--- src/hw/itw_pkg.sv ---
// Package for the interval timer and watchdog block
package itw_pkg;
    // Register word offsets on the Avalon-MM bus (byte addresses)
    localparam logic [7:0] ITW_OFS_COUNT_CTRL = 8'hec;
    localparam logic [7:0] ITW_OFS_WDT_DATA   = 8'hf0;
    localparam logic [7:0] ITW_OFS_IRQ_STAT   = 8'hf4;
    localparam logic [7:0] ITW_OFS_IRQ_MASK   = 8'hf8;
    localparam logic [7:0] ITW_OFS_MODE       = 8'hfc;
    // Control register fields, and the clear bit of the watchdog data register
    localparam int ITW_SEL_LSB   = 0;
    localparam int ITW_CLR_BIT   = 3;
    localparam int ITW_WATCHDOG_RESET_ENABLE_BIT = 4;
    localparam int ITW_RCSEL_BIT = 5;
    localparam int ITW_WCLR_BIT  = 7;
    // Status bit positions
    localparam int ITW_ST_OVF = 0;
    localparam int ITW_ST_WDT = 1;
    // Reset values
    localparam logic [7:0] ITW_CTRL_RST = 8'h00;
    localparam logic [7:0] ITW_WDT_RST  = 8'h7f;
    // Smallest prescale is divide by 8; largest divide by 1024
    localparam int ITW_PRE_W = 10;
    // Reset pulse length driven out on a watchdog reset
    localparam int ITW_RST_PULSE = 4;

    typedef enum logic [1:0] {ITW_RUN, ITW_STOP_MAIN, ITW_STOP_RC} itw_mode_t;

    typedef struct packed {
        logic       rc_watchdog_select;
        logic       watchdog_reset_enable;
        logic [2:0] clock_select;
    } itw_ctrl_t;
endpackage : itw_pkg

--- src/hw/itw_top.sv ---
// Interval counter and watchdog with Avalon-MM register slave
//
// The implementer's own choice: the Avalon-MM register port.
`timescale 1ns/10ps
module itw_top
    import itw_pkg::*;
(
    input  wire logic        mclk,
    input  wire logic        rst,
    input  wire logic        rc_tick,
    input  wire logic        stop_req,
    input  wire logic        stop_release,
    input  wire logic [7:0]  avs_address,
    input  wire logic        avs_read,
    input  wire logic        avs_write,
    input  wire logic [31:0] avs_writedata,
    input  wire logic [3:0]  avs_byteenable,
    output logic      [31:0] avs_readdata,
    output logic             avs_waitrequest,
    output logic      [1:0]  avs_response,
    output logic             irq,
    output logic             wdt_reset_n
);
    itw_ctrl_t          ctrl_reg;
    logic      [7:0]    count_reg;
    logic      [6:0]    wdt_cnt_reg;
    logic      [6:0]    wdt_cmp_reg;
    logic               wclr_reg;
    logic               bclr_reg;
    logic               armed_reg;
    logic [ITW_PRE_W-1:0] pre_reg;
    itw_mode_t          mode_reg;
    logic      [1:0]    stat_reg;
    logic      [1:0]    mask_reg;
    logic      [2:0]    rst_cnt_reg;
    logic               ack_reg;
    logic      [31:0]   rdata_reg;
    logic      [1:0]    resp_reg;
    logic               tick;
    logic               ovf;
    logic               match;
    logic               main_run;
    logic               wr_ev;
    logic               rd_ev;
    logic               wr_ctrl;
    logic               wr_wdt;
    logic               hit;
    logic [ITW_PRE_W-1:0] pre_mask;
    logic               stat_clr;

    // Bus: one wait cycle, answer on the second cycle
    assign avs_waitrequest = (avs_read | avs_write) & ~ack_reg;
    assign wr_ev   = avs_write & ack_reg;
    assign rd_ev   = avs_read & ack_reg;
    assign wr_ctrl = wr_ev & avs_byteenable[0] & (avs_address == ITW_OFS_COUNT_CTRL);
    assign wr_wdt  = wr_ev & avs_byteenable[0] & (avs_address == ITW_OFS_WDT_DATA);
    assign hit = (avs_address == ITW_OFS_COUNT_CTRL) | (avs_address == ITW_OFS_WDT_DATA)
               | (avs_address == ITW_OFS_IRQ_STAT) | (avs_address == ITW_OFS_IRQ_MASK)
               | (avs_address == ITW_OFS_MODE);
    assign avs_readdata = rdata_reg;
    assign avs_response = resp_reg;

    always_ff @(posedge mclk)
    begin
        if (rst)
            ack_reg <= 1'b0;
        else
            ack_reg <= (avs_read | avs_write) & ~ack_reg;
    end

    always_ff @(posedge mclk)
    begin
        if (rst)
        begin
            rdata_reg <= 32'h0000_0000;
            resp_reg  <= 2'b00;
        end
        else if ((avs_read | avs_write) & ~ack_reg)
        begin
            resp_reg  <= hit ? 2'b00 : 2'b10;
            rdata_reg <= 32'h0000_0000;
            if (avs_read)
            begin
                case (avs_address)
                    ITW_OFS_COUNT_CTRL: rdata_reg <= {24'h000000, count_reg};
                    ITW_OFS_WDT_DATA:   rdata_reg <= {24'h000000, wclr_reg, wdt_cmp_reg};
                    ITW_OFS_IRQ_STAT:   rdata_reg <= {30'h0, stat_reg};
                    ITW_OFS_IRQ_MASK:   rdata_reg <= {30'h0, mask_reg};
                    ITW_OFS_MODE:       rdata_reg <= {30'h0, mode_reg};
                    default:            rdata_reg <= 32'h0000_0000;
                endcase
            end
        end
    end

    // Control register, write only through the shared address
    always_ff @(posedge mclk)
    begin
        if (rst)
            ctrl_reg <= itw_ctrl_t'(ITW_CTRL_RST[4:0]);
        else if (wr_ctrl)
        begin
            ctrl_reg.clock_select          <= avs_writedata[ITW_SEL_LSB +: 3];
            ctrl_reg.watchdog_reset_enable <= avs_writedata[ITW_WATCHDOG_RESET_ENABLE_BIT];
            ctrl_reg.rc_watchdog_select    <= avs_writedata[ITW_RCSEL_BIT];
        end
    end

    // Self-clearing interval-clear bit
    always_ff @(posedge mclk)
    begin
        if (rst)
            bclr_reg <= 1'b0;
        else
            bclr_reg <= wr_ctrl & avs_writedata[ITW_CLR_BIT];
    end

    // Low-power mode
    always_ff @(posedge mclk)
    begin
        if (rst)
            mode_reg <= ITW_RUN;
        else
        begin
            case (mode_reg)
                ITW_RUN:
                    if (stop_req)
                        mode_reg <= ctrl_reg.rc_watchdog_select ? ITW_STOP_RC : ITW_STOP_MAIN;
                ITW_STOP_MAIN, ITW_STOP_RC:
                    if (stop_release)
                        mode_reg <= ITW_RUN;
                default:
                    mode_reg <= ITW_RUN;
            endcase
        end
    end

    // Prescaler and count tick select
    assign main_run = (mode_reg != ITW_STOP_MAIN);
    assign pre_mask = ITW_PRE_W'((11'd8 << ctrl_reg.clock_select) - 11'd1);
    assign tick = ctrl_reg.rc_watchdog_select ? rc_tick
                : (main_run & ((pre_reg & pre_mask) == pre_mask));

    always_ff @(posedge mclk)
    begin
        if (rst)
            pre_reg <= '0;
        else if (main_run)
            pre_reg <= pre_reg + 1'b1;
    end

    // Interval counter, free running
    assign ovf = tick & (count_reg == 8'hff) & ~bclr_reg;

    always_ff @(posedge mclk)
    begin
        if (rst)
            count_reg <= 8'h00;
        else if (bclr_reg)
            count_reg <= 8'h00;
        else if (tick)
            count_reg <= count_reg + 8'h01;
    end

    // Watchdog counter armed by the first interval clear
    always_ff @(posedge mclk)
    begin
        if (rst)
            armed_reg <= 1'b0;
        else if (bclr_reg)
            armed_reg <= 1'b1;
    end

    always_ff @(posedge mclk)
    begin
        if (rst)
        begin
            wdt_cmp_reg <= ITW_WDT_RST[6:0];
            wclr_reg    <= 1'b0;
        end
        else
        begin
            if (wr_wdt)
                wdt_cmp_reg <= avs_writedata[6:0];
            wclr_reg <= wr_wdt & avs_writedata[ITW_WCLR_BIT];
        end
    end

    assign match = (wdt_cnt_reg == wdt_cmp_reg) & ovf & armed_reg;

    always_ff @(posedge mclk)
    begin
        if (rst)
            wdt_cnt_reg <= 7'h00;
        else if (wclr_reg)
            wdt_cnt_reg <= 7'h00;
        else if (match)
            wdt_cnt_reg <= 7'h00;
        else if (ovf & armed_reg)
            wdt_cnt_reg <= wdt_cnt_reg + 7'h01;
    end

    // Reset pulse on match with enable set
    always_ff @(posedge mclk)
    begin
        if (rst)
            rst_cnt_reg <= 3'd0;
        else if (match & ctrl_reg.watchdog_reset_enable)
            rst_cnt_reg <= 3'(ITW_RST_PULSE);
        else if (rst_cnt_reg != 3'd0)
            rst_cnt_reg <= rst_cnt_reg - 3'd1;
    end
    assign wdt_reset_n = (rst_cnt_reg == 3'd0);

    // Sticky status, read clears only the bits returned, set wins
    assign stat_clr = rd_ev & (avs_address == ITW_OFS_IRQ_STAT);

    always_ff @(posedge mclk)
    begin
        if (rst)
            stat_reg <= 2'b00;
        else
        begin
            stat_reg[ITW_ST_OVF] <= ovf
                | (stat_reg[ITW_ST_OVF] & ~(stat_clr & rdata_reg[ITW_ST_OVF]));
            stat_reg[ITW_ST_WDT] <= (match & ~ctrl_reg.watchdog_reset_enable)
                | (stat_reg[ITW_ST_WDT] & ~(stat_clr & rdata_reg[ITW_ST_WDT]));
        end
    end

    always_ff @(posedge mclk)
    begin
        if (rst)
            mask_reg <= 2'b00;
        else if (wr_ev & avs_byteenable[0] & (avs_address == ITW_OFS_IRQ_MASK))
            mask_reg <= avs_writedata[1:0];
    end
    assign irq = |(stat_reg & mask_reg);

    AST_BCLR_ONE: assert property (@(posedge mclk) disable iff (rst)
        bclr_reg |=> !bclr_reg)
        else $error("interval clear not one cycle");

    AST_CLR_ZERO: assert property (@(posedge mclk) disable iff (rst)
        bclr_reg |=> count_reg == 8'h00)
        else $error("count not cleared");

    AST_OVF_FLAG: assert property (@(posedge mclk) disable iff (rst)
        ovf |=> stat_reg[ITW_ST_OVF])
        else $error("overflow flag missing");

    AST_WCLR: assert property (@(posedge mclk) disable iff (rst)
        wclr_reg |=> wdt_cnt_reg == 7'h00 && !wclr_reg)
        else $error("wdt clear failed");

    AST_RSTOUT: assert property (@(posedge mclk) disable iff (rst)
        match && ctrl_reg.watchdog_reset_enable |=> !wdt_reset_n[*4] ##1 wdt_reset_n)
        else $error("reset pulse wrong");

    AST_WATCHDOG_INTERRUPT_FLAG: assert property (@(posedge mclk) disable iff (rst)
        match && !ctrl_reg.watchdog_reset_enable |=> stat_reg[ITW_ST_WDT])
        else $error("wdt flag missing");

    AST_FREEZE: assert property (@(posedge mclk) disable iff (rst)
        mode_reg == ITW_STOP_MAIN && !ctrl_reg.rc_watchdog_select && !bclr_reg
        |=> $stable(count_reg))
        else $error("counter moved in stop");

    AST_ARM: assert property (@(posedge mclk) disable iff (rst)
        !armed_reg && !wclr_reg |=> $stable(wdt_cnt_reg))
        else $error("wdt ran unarmed");

    AST_RCMODE: assert property (@(posedge mclk) disable iff (rst)
        mode_reg == ITW_RUN && stop_req && ctrl_reg.rc_watchdog_select
        |=> mode_reg == ITW_STOP_RC)
        else $error("rc mode not entered");

    AST_MAINSTOP: assert property (@(posedge mclk) disable iff (rst)
        mode_reg == ITW_RUN && stop_req && !ctrl_reg.rc_watchdog_select
        |=> mode_reg == ITW_STOP_MAIN)
        else $error("main stop not entered");

    AST_RESUME: assert property (@(posedge mclk) disable iff (rst)
        mode_reg != ITW_RUN && stop_release
        |=> mode_reg == ITW_RUN)
        else $error("stop not released");

    AST_WAIT_ONE: assert property (@(posedge mclk) disable iff (rst)
        (avs_read || avs_write) && avs_waitrequest
        |=> !avs_waitrequest)
        else $error("bus answer late");

    AST_IDLE_BUS: assert property (@(posedge mclk) disable iff (rst)
        !avs_read && !avs_write
        |-> !avs_waitrequest)
        else $error("wait while idle");

    AST_CNT_STEP: assert property (@(posedge mclk) disable iff (rst)
        tick && !bclr_reg
        |=> count_reg == $past(count_reg) + 8'h01)
        else $error("count did not step");

    AST_CNT_HOLD: assert property (@(posedge mclk) disable iff (rst)
        !tick && !bclr_reg
        |=> $stable(count_reg))
        else $error("count moved without tick");

    AST_OVF_WRAP: assert property (@(posedge mclk) disable iff (rst)
        ovf
        |=> count_reg == 8'h00)
        else $error("overflow did not wrap");

    AST_RC_SRC: assert property (@(posedge mclk) disable iff (rst)
        ctrl_reg.rc_watchdog_select
        |-> tick == rc_tick)
        else $error("rc source not used");

    AST_BCLR_SET: assert property (@(posedge mclk) disable iff (rst)
        wr_ctrl && avs_writedata[ITW_CLR_BIT]
        |=> bclr_reg)
        else $error("interval clear not taken");

    AST_SEL_WR: assert property (@(posedge mclk) disable iff (rst)
        wr_ctrl
        |=> ctrl_reg.clock_select == $past(avs_writedata[2:0]))
        else $error("select not written");

    AST_EN_WR: assert property (@(posedge mclk) disable iff (rst)
        wr_ctrl
        |=> ctrl_reg.watchdog_reset_enable == $past(avs_writedata[ITW_WATCHDOG_RESET_ENABLE_BIT]))
        else $error("enable not written");

    AST_RCSEL_WR: assert property (@(posedge mclk) disable iff (rst)
        wr_ctrl
        |=> ctrl_reg.rc_watchdog_select == $past(avs_writedata[ITW_RCSEL_BIT]))
        else $error("rc select not written");

    AST_WDT_STEP: assert property (@(posedge mclk) disable iff (rst)
        ovf && armed_reg && !match && !wclr_reg
        |=> wdt_cnt_reg == $past(wdt_cnt_reg) + 7'h01)
        else $error("wdt did not step");

    AST_WDT_HOLD: assert property (@(posedge mclk) disable iff (rst)
        !ovf && !wclr_reg
        |=> $stable(wdt_cnt_reg))
        else $error("wdt moved without overflow");

    AST_MATCH_ZERO: assert property (@(posedge mclk) disable iff (rst)
        match && !wclr_reg
        |=> wdt_cnt_reg == 7'h00)
        else $error("wdt not zeroed on match");

    AST_WCLR_SET: assert property (@(posedge mclk) disable iff (rst)
        wr_wdt && avs_writedata[ITW_WCLR_BIT]
        |=> wclr_reg)
        else $error("wdt clear not taken");

    AST_NO_FLAG_EN: assert property (@(posedge mclk) disable iff (rst)
        match && ctrl_reg.watchdog_reset_enable && !stat_reg[ITW_ST_WDT]
        |=> !stat_reg[ITW_ST_WDT])
        else $error("wdt flag set in reset mode");

    AST_NO_RST_DIS: assert property (@(posedge mclk) disable iff (rst)
        !ctrl_reg.watchdog_reset_enable && wdt_reset_n
        |=> wdt_reset_n)
        else $error("reset while disabled");
endmodule : itw_top

--- config.mk ---
export PLATFORM = sky130hd
export DESIGN_NAME = itw_top
export DESIGN_NICKNAME = d
export VERILOG_FILES = /design/src/hw/itw_pkg.sv /design/src/hw/itw_top.sv
export SDC_FILE = /design/constraint.sdc
export NUM_CORES = 1
export LEC_CHECK = 0
export ABC_AREA = 1
export BUFFER_PORTS_ARGS = -buffer_cell sky130_fd_sc_hd__buf_4
export CORE_ASPECT_RATIO = 1.25
export CORE_MARGIN = 2
export CORE_UTILIZATION = 52
export DETAILED_ROUTE_END_ITERATION = 8
export HOLD_SLACK_MARGIN = 0.06
export PLACE_DENSITY = 0.88
export SETUP_SLACK_MARGIN = 0.4
export SLEW_MARGIN = 20
export SYNTH_ARGS = -nofsm -noshare
export SYNTH_HDL_FRONTEND = slang
export SYNTH_SLANG_ARGS = --single-unit
--- constraint.sdc ---
create_clock -name mclk -period 2.4 [get_ports mclk]
set_input_delay 0.12 -clock mclk [delete_from_list [all_inputs] [get_ports mclk]]
set_output_delay 0.12 -clock mclk [all_outputs]
set_load 0.01 [all_outputs]
# After elaboration in Yosys (flattened, before gate mapping)
# Cells that the tools add are included.
# W data, S select, Z words.
# op_classes
shifts,1
bitwise_logic,36
n_eq_ne,13
reduce_logical,10
muxes,10
n_addsub,5
# ops
cell,count
$eq A8 B8 Y1 const B,6
$pmux W8 S5,1
$and A1 B1 Y1,22
$add A10 B1 Y10 const B,1
$and A10 B10 Y10,1
$eq A10 B10 Y1,1
$shl A4 B3 Y10 const A,1
$sub A10 B1 Y10 const B,1
$add A8 B1 Y8 const B,1
$mux W2,4
$mux W8,1
$reduce_or A2 Y1,4
$add A7 B1 Y7 const B,1
$eq A7 B7 Y1,1
$or A1 B1 Y1,7
$mux W3,2
$not A1 Y1,5
$ne A2 B2 Y1 const B,2
$pmux W2 S2,1
$logic_not A3 Y1,1
$reduce_bool A3 Y1,1
$reduce_or A3 Y1,1
$sub A3 B1 Y3 const B,1
$and A2 B2 Y2,1
other kinds (7),7
# totals
regBits,84
wordCells,93
out_inout_bits,37
input_bits,51

# Logic depth before layout (Yosys ltp)
# depth
word_depth,12
depth_mapped,17
mapped_depth_nobuf,16

# Worst setup path before layout
# No wires, ideal clock.
# synth_timing
path_type,reg2reg
startpoint,reg ctrl_reg[1] (netlist name)
endpoint,reg wdt_cnt_reg[5]
slack_ns,0.503
t_arrival_ns,1.777
required_ns,2.280
path_stages_with_launch,16
setup_time_ns,0.120
cell_sequence,dfxtp_1 -> nor2_1 -> nand2_1 -> ha_1 -> o21ai_0 -> nor2_1 -> nand3_1 -> nor2_1 -> nand2_1 -> nand2_2 -> buf_6 -> nand4_4 -> buf_8 -> nand2_2 -> o21ai_1 -> nor2b_1
# synth_via
elab_chain_cells,11
word_cells_on_any_way,12
cone_classes,add/sub: 1; eq/ne: 1; shift: 1; mux: 1; bitwise: 7; reduce/logical: 1
# synth_lines
element,line,source
start: declaration,itw_top.sv:24,itw_ctrl_t ctrl_reg;
start signal: assignment,itw_top.sv:100,ctrl_reg <= itw_ctrl_t'(ITW_CTRL_RST[4:0]);
$shl A4 B3 Y10 *,itw_top.sv:140,assign pre_mask = ITW_PRE_W'((11'd8 << ctrl_reg.clock_select) - 11'd1);
$sub A10 B1 Y10 *,itw_top.sv:140,
$and A10 B10 Y10,itw_top.sv:142,: (main_run & ((pre_reg & pre_mask) == pre_mask));
$eq A10 B10 Y1 *,itw_top.sv:142,
$and A1 B1 Y1 *,itw_top.sv:142,
$mux W1 *,itw_top.sv:141,assign tick = ctrl_reg.rc_watchdog_select ? rc_tick
$and A1 B1 Y1 * (2 in series),itw_top.sv:153,assign ovf = tick & (count_reg == 8'hff) & ~bclr_reg;
$and A1 B1 Y1 (2 in series),itw_top.sv:189,assign match = (wdt_cnt_reg == wdt_cmp_reg) & ovf & armed_reg;
$reduce_or A3 Y1 (no source line),n/a,
end signal: assignment,itw_top.sv:200,wdt_cnt_reg <= wdt_cnt_reg + 7'h01;
end: declaration,itw_top.sv:26,logic [6:0] wdt_cnt_reg;
# Every way passes the cells marked *; elsewhere a longest branch is shown, timed or not.
# A chain may end at the register's enable or synchronous reset.

# Worst setup path in the final report
# layout_timing
startpoint,reg ctrl_reg[0] (netlist name)
endpoint,reg wdt_cnt_reg[5]
# Same word-level chain as after synthesis.

==> results.toml <==
[status]
status = "finished clean"

[die]
die-height_um = 90.80
die_x_um = 73.44
start_util = 0.5387
core_um2 = 5818
io_pins = 88
num_rows = 31
die-area_um2 = 6668

[power]
clkPwrFrac = 0.440
pwr-share-seq = 0.402
p_sw_frac = 0.2617
p_int_w = 0.001974
peakVddDrop_mv = 0.6394
combPwrFrac = 0.158
power_leakage_nw = 1.583
p_switching_w = 0.0007000
powerDensity_nw_per_um2 = 690.8

[cts]
clockBufferDepth = 2
cts_tree = "done"
root_buffer = "clkbuf_8"
path_clk_slew_ns = 0.07
cts_buffers = 9
htreeDepth = 3
cts.sink_count = 59
clock_latency_ns = 0.34

[final_layout]
largest_register_ffs = 10
diodes = 0
layout.nets = 552
nFillCells = 476
layout-drive-gt1-share = 0.2088
syn2layout_area_growth_pct = 23.51

[sta]
fin_setup_tns_ns = 0
holdWs_ns = 0.07277
setup_viol = 0
drv_slew = 0
max_freq_ghz = 0.4823
worst_slew_pin_slew_ns = 0.6458
rsz0062_at_grt = "true"
finClkSkew_ns = 0.009465
period_minus_slack_ns = 2.073
finalHoldViolations = 0
period_share = 0.8639
timing.final.ws_setup_ns = 0.3267
slew-limit-headroom = 0.5655

[yosys]
synthDistinctLibCells = 39
ys.flop_type = "dfxtp_1"
syn_area_per_cell_um2 = 7.123
netlist_instances = 440
yosysSeqAreaShare = 0.3768
netlist_area_um2 = 3134
ys_warn_count = 0
ys_ff_latch = 59
synthArstFlopShare = 0
synth-edff-count = 0

[global_route]
grt_pass1_vias = 2901
grt.total_usage = 0.2377
use_met1 = 0.2718
grtUsageMet2 = 0.3988
grt_busiest_layer = "met2"
antenna_found_initial = 0
grtUsageMet3 = 0.05022
grt_max_degree = 27
grt_pass1_wl_um = 12570
grt-ovfl-total = 0

[critical_path]
required_ns = 2.63
ff2ff_setup_slack_ns = 0.33
reg2reg_from = "ctrl_reg[0]"
crit_arrival_ns = 2.31
critPathLaunchType = "flip-flop"
cpPeakStageDelay_ns = 0.36
r2r-end = "wdt_cnt_reg[5]"
crit_type = "reg2reg"
critPathMaxFanout = 7
path_cells = "nor2_4, nand2_2, ha_4, o21ai_2, nor2_1, nand3_1, nor2_1, nand2_1, nand2_4, nand3_4, nor2_4, nand2_2, nand2_4, nor2b_1"
cp_slowest_cell = "dfxtp_4"
crit_path_end_kind = "flip-flop"
ff2ff_path_depth = 14

[drt]
drcViolationCount = 0
num_vias = 3023
wirelength_um = 7629
postRouteAntennaNets = 0
dr.pass1.iters = 5
wl_per_cell_um = 13.53
vias_per_cell = 5.360
initialDrtViolationCount = 289

[hold_path]
holdPathEnd = "wdt_cmp_reg[5]"
hold_depth = 3
hp-start = "avs_writedata[5]"
min_path_type = "in2reg"

[placement]
dp_hpwl_um = 5126
gp_congestion = 0.8813
place_ws_ns = 0.2401
portBuffers = 35

[job]
drv_cap = 0
==> cell usage after synthesis (3+ instances only) <==
| cell | instances | area share |
|---|---|---|
| dfxtp_1 | 59 | 0.38 |
| nand2_1 | 93 | 0.11 |
| nor2b_1 | 3 | 0.0060 |
| xor2_1 | 4 | 0.011 |
| nor3_1 | 8 | 0.013 |
| nor2_1 | 44 | 0.053 |
| buf_4 | 25 | 0.060 |
| nand3_1 | 34 | 0.054 |
| o21ai_0 | 26 | 0.042 |
| ha_1 | 8 | 0.032 |
| nand4_1 | 6 | 0.012 |
| a21oi_1 | 38 | 0.061 |
| inv_1 | 41 | 0.049 |
| clkbuf_1 | 8 | 0.0096 |
| inv_2 | 4 | 0.0048 |
| xnor2_1 | 10 | 0.028 |
| nand2_2 | 3 | 0.0060 |
==> power groups by stage <==
stage | clock (W) | combinational (W) | sequential, W
after floorplan | 0 | 0.000306 | 0.00109
after global placement | 0 | 0.000368 | 0.00109
after detailed placement | 0 | 0.000389 | 0.00110
after CTS | 0.00118 | 0.000406 | 0.00107
after global routing | 0.00123 | 0.000478 | 0.00108
final | 0.00118 | 0.000423 | 0.00108
==> critical path: cells and delay by family (launching register included) <==
| family | cells | cell delay (ns) |
|---|---|---|
| AO/OA/AOI/OAI | 1 | 0.05 |
| adder cells (fa/ha/maj) | 1 | 0.27 |
| flip-flops | 1 | 0.36 |
| AND/OR/NAND/NOR | 12 | 1.29 |
==> cell type report <==
| cell class | count | area [um^2] | share of cell area |
|---|---|---|---|
| timing repair buffer | 52 | 409.1 | 0.1057 |
| clock inverter | 4 | 95.09 | 0.02456 |
| clock buffer | 12 | 165.2 | 0.04266 |
| sequential | 59 | 1192 | 0.3080 |
| tap | 66 | 82.58 | 0.02133 |
| multi-input combinational | 324 | 1742 | 0.4499 |
| inverter | 47 | 185.2 | 0.04783 |
==> how the worst max path moves through the flow <==
stage / startpoint / slack (ns) / to
finish: ctrl_reg[0] / 0.33 / wdt_cnt_reg[5]
global route: ctrl_reg[0] / 0.22 / count_reg[7]
CTS: ctrl_reg[1] / 0.40 / wdt_cnt_reg[6]
detailed placement: ctrl_reg[2] / 0.24 / wdt_cnt_reg[0]
global placement: ctrl_reg[1] / 0.28 / wdt_cnt_reg[6]
floorplan: ctrl_reg[1] / 0.50 / wdt_cnt_reg[5]
==> per-stage QoR <==
step / power (W) / utilization / area (um^2) / instances
after floorplan: 0.001394 / - / 3224 / 464
after global placement: 0.001460 / 0.5742 / 3341 / 532
after detailed placement: 0.001485 / 0.5742 / 3341 / 532
after CTS: 0.002657 / 0.6449 / 3752 / 557
after global routing: 0.002786 / 0.6654 / 3871 / 564
final: 0.002674 / 0.6654 / 3871 / 564
==> routing by layer <==
layer	routed length [um]	vias up	part of all wire
met5	0	-	0
met4	221	0	0.029
li1	-	1484	-
met2	3878	131	0.51
met3	520	26	0.068
met1	3009	1382	0.39
==> repair_timing <==
item / CTS / global route
gates cloned: 1 / 0
endpoints found under the hold margin: 6 / 0
pin swaps: 4 / 14
buffers inserted: 2 / 7
gates resized for setup: 17 / 28
hold buffers: 6 / 0
setup endpoints to repair: 14 / 22
==> logic make-up (layout without fill, tap and decap cells) <==
kind of cell,Yosys count,after routing,synth area share
AOI/OAI and AO/OA,74,74,0.1265
DFF,59,59,0.3768
adders and majority gates,8,8,0.03194
buffers and inverters,82,115,0.1345
and+or+nand+nor,202,203,0.2898
xor gates and xnor gates,14,14,0.03912
other,1,25,0.001196
==> layout by cell type (no fill, tap or decap), drive strengths merged <==
master	n
nand2	96
clkinv	3
buf	46
dlygate4sd3	6
nor3b	2
clkbuf	12
o22ai	1
conb	25
nor2b	3
nor3	11
a211oi	3
o211ai	1
inv	45
nand3	35
a21oi	38
ha	8
or2	1
xnor2	10
dfxtp	59
o21ai	29
bufinv	3
nand4	8
a22o	1
nor2	45
nor4	1
xor2	4
a22oi	1
nand3b	1
No activity file was read; power rests on OpenSTA's default activity.
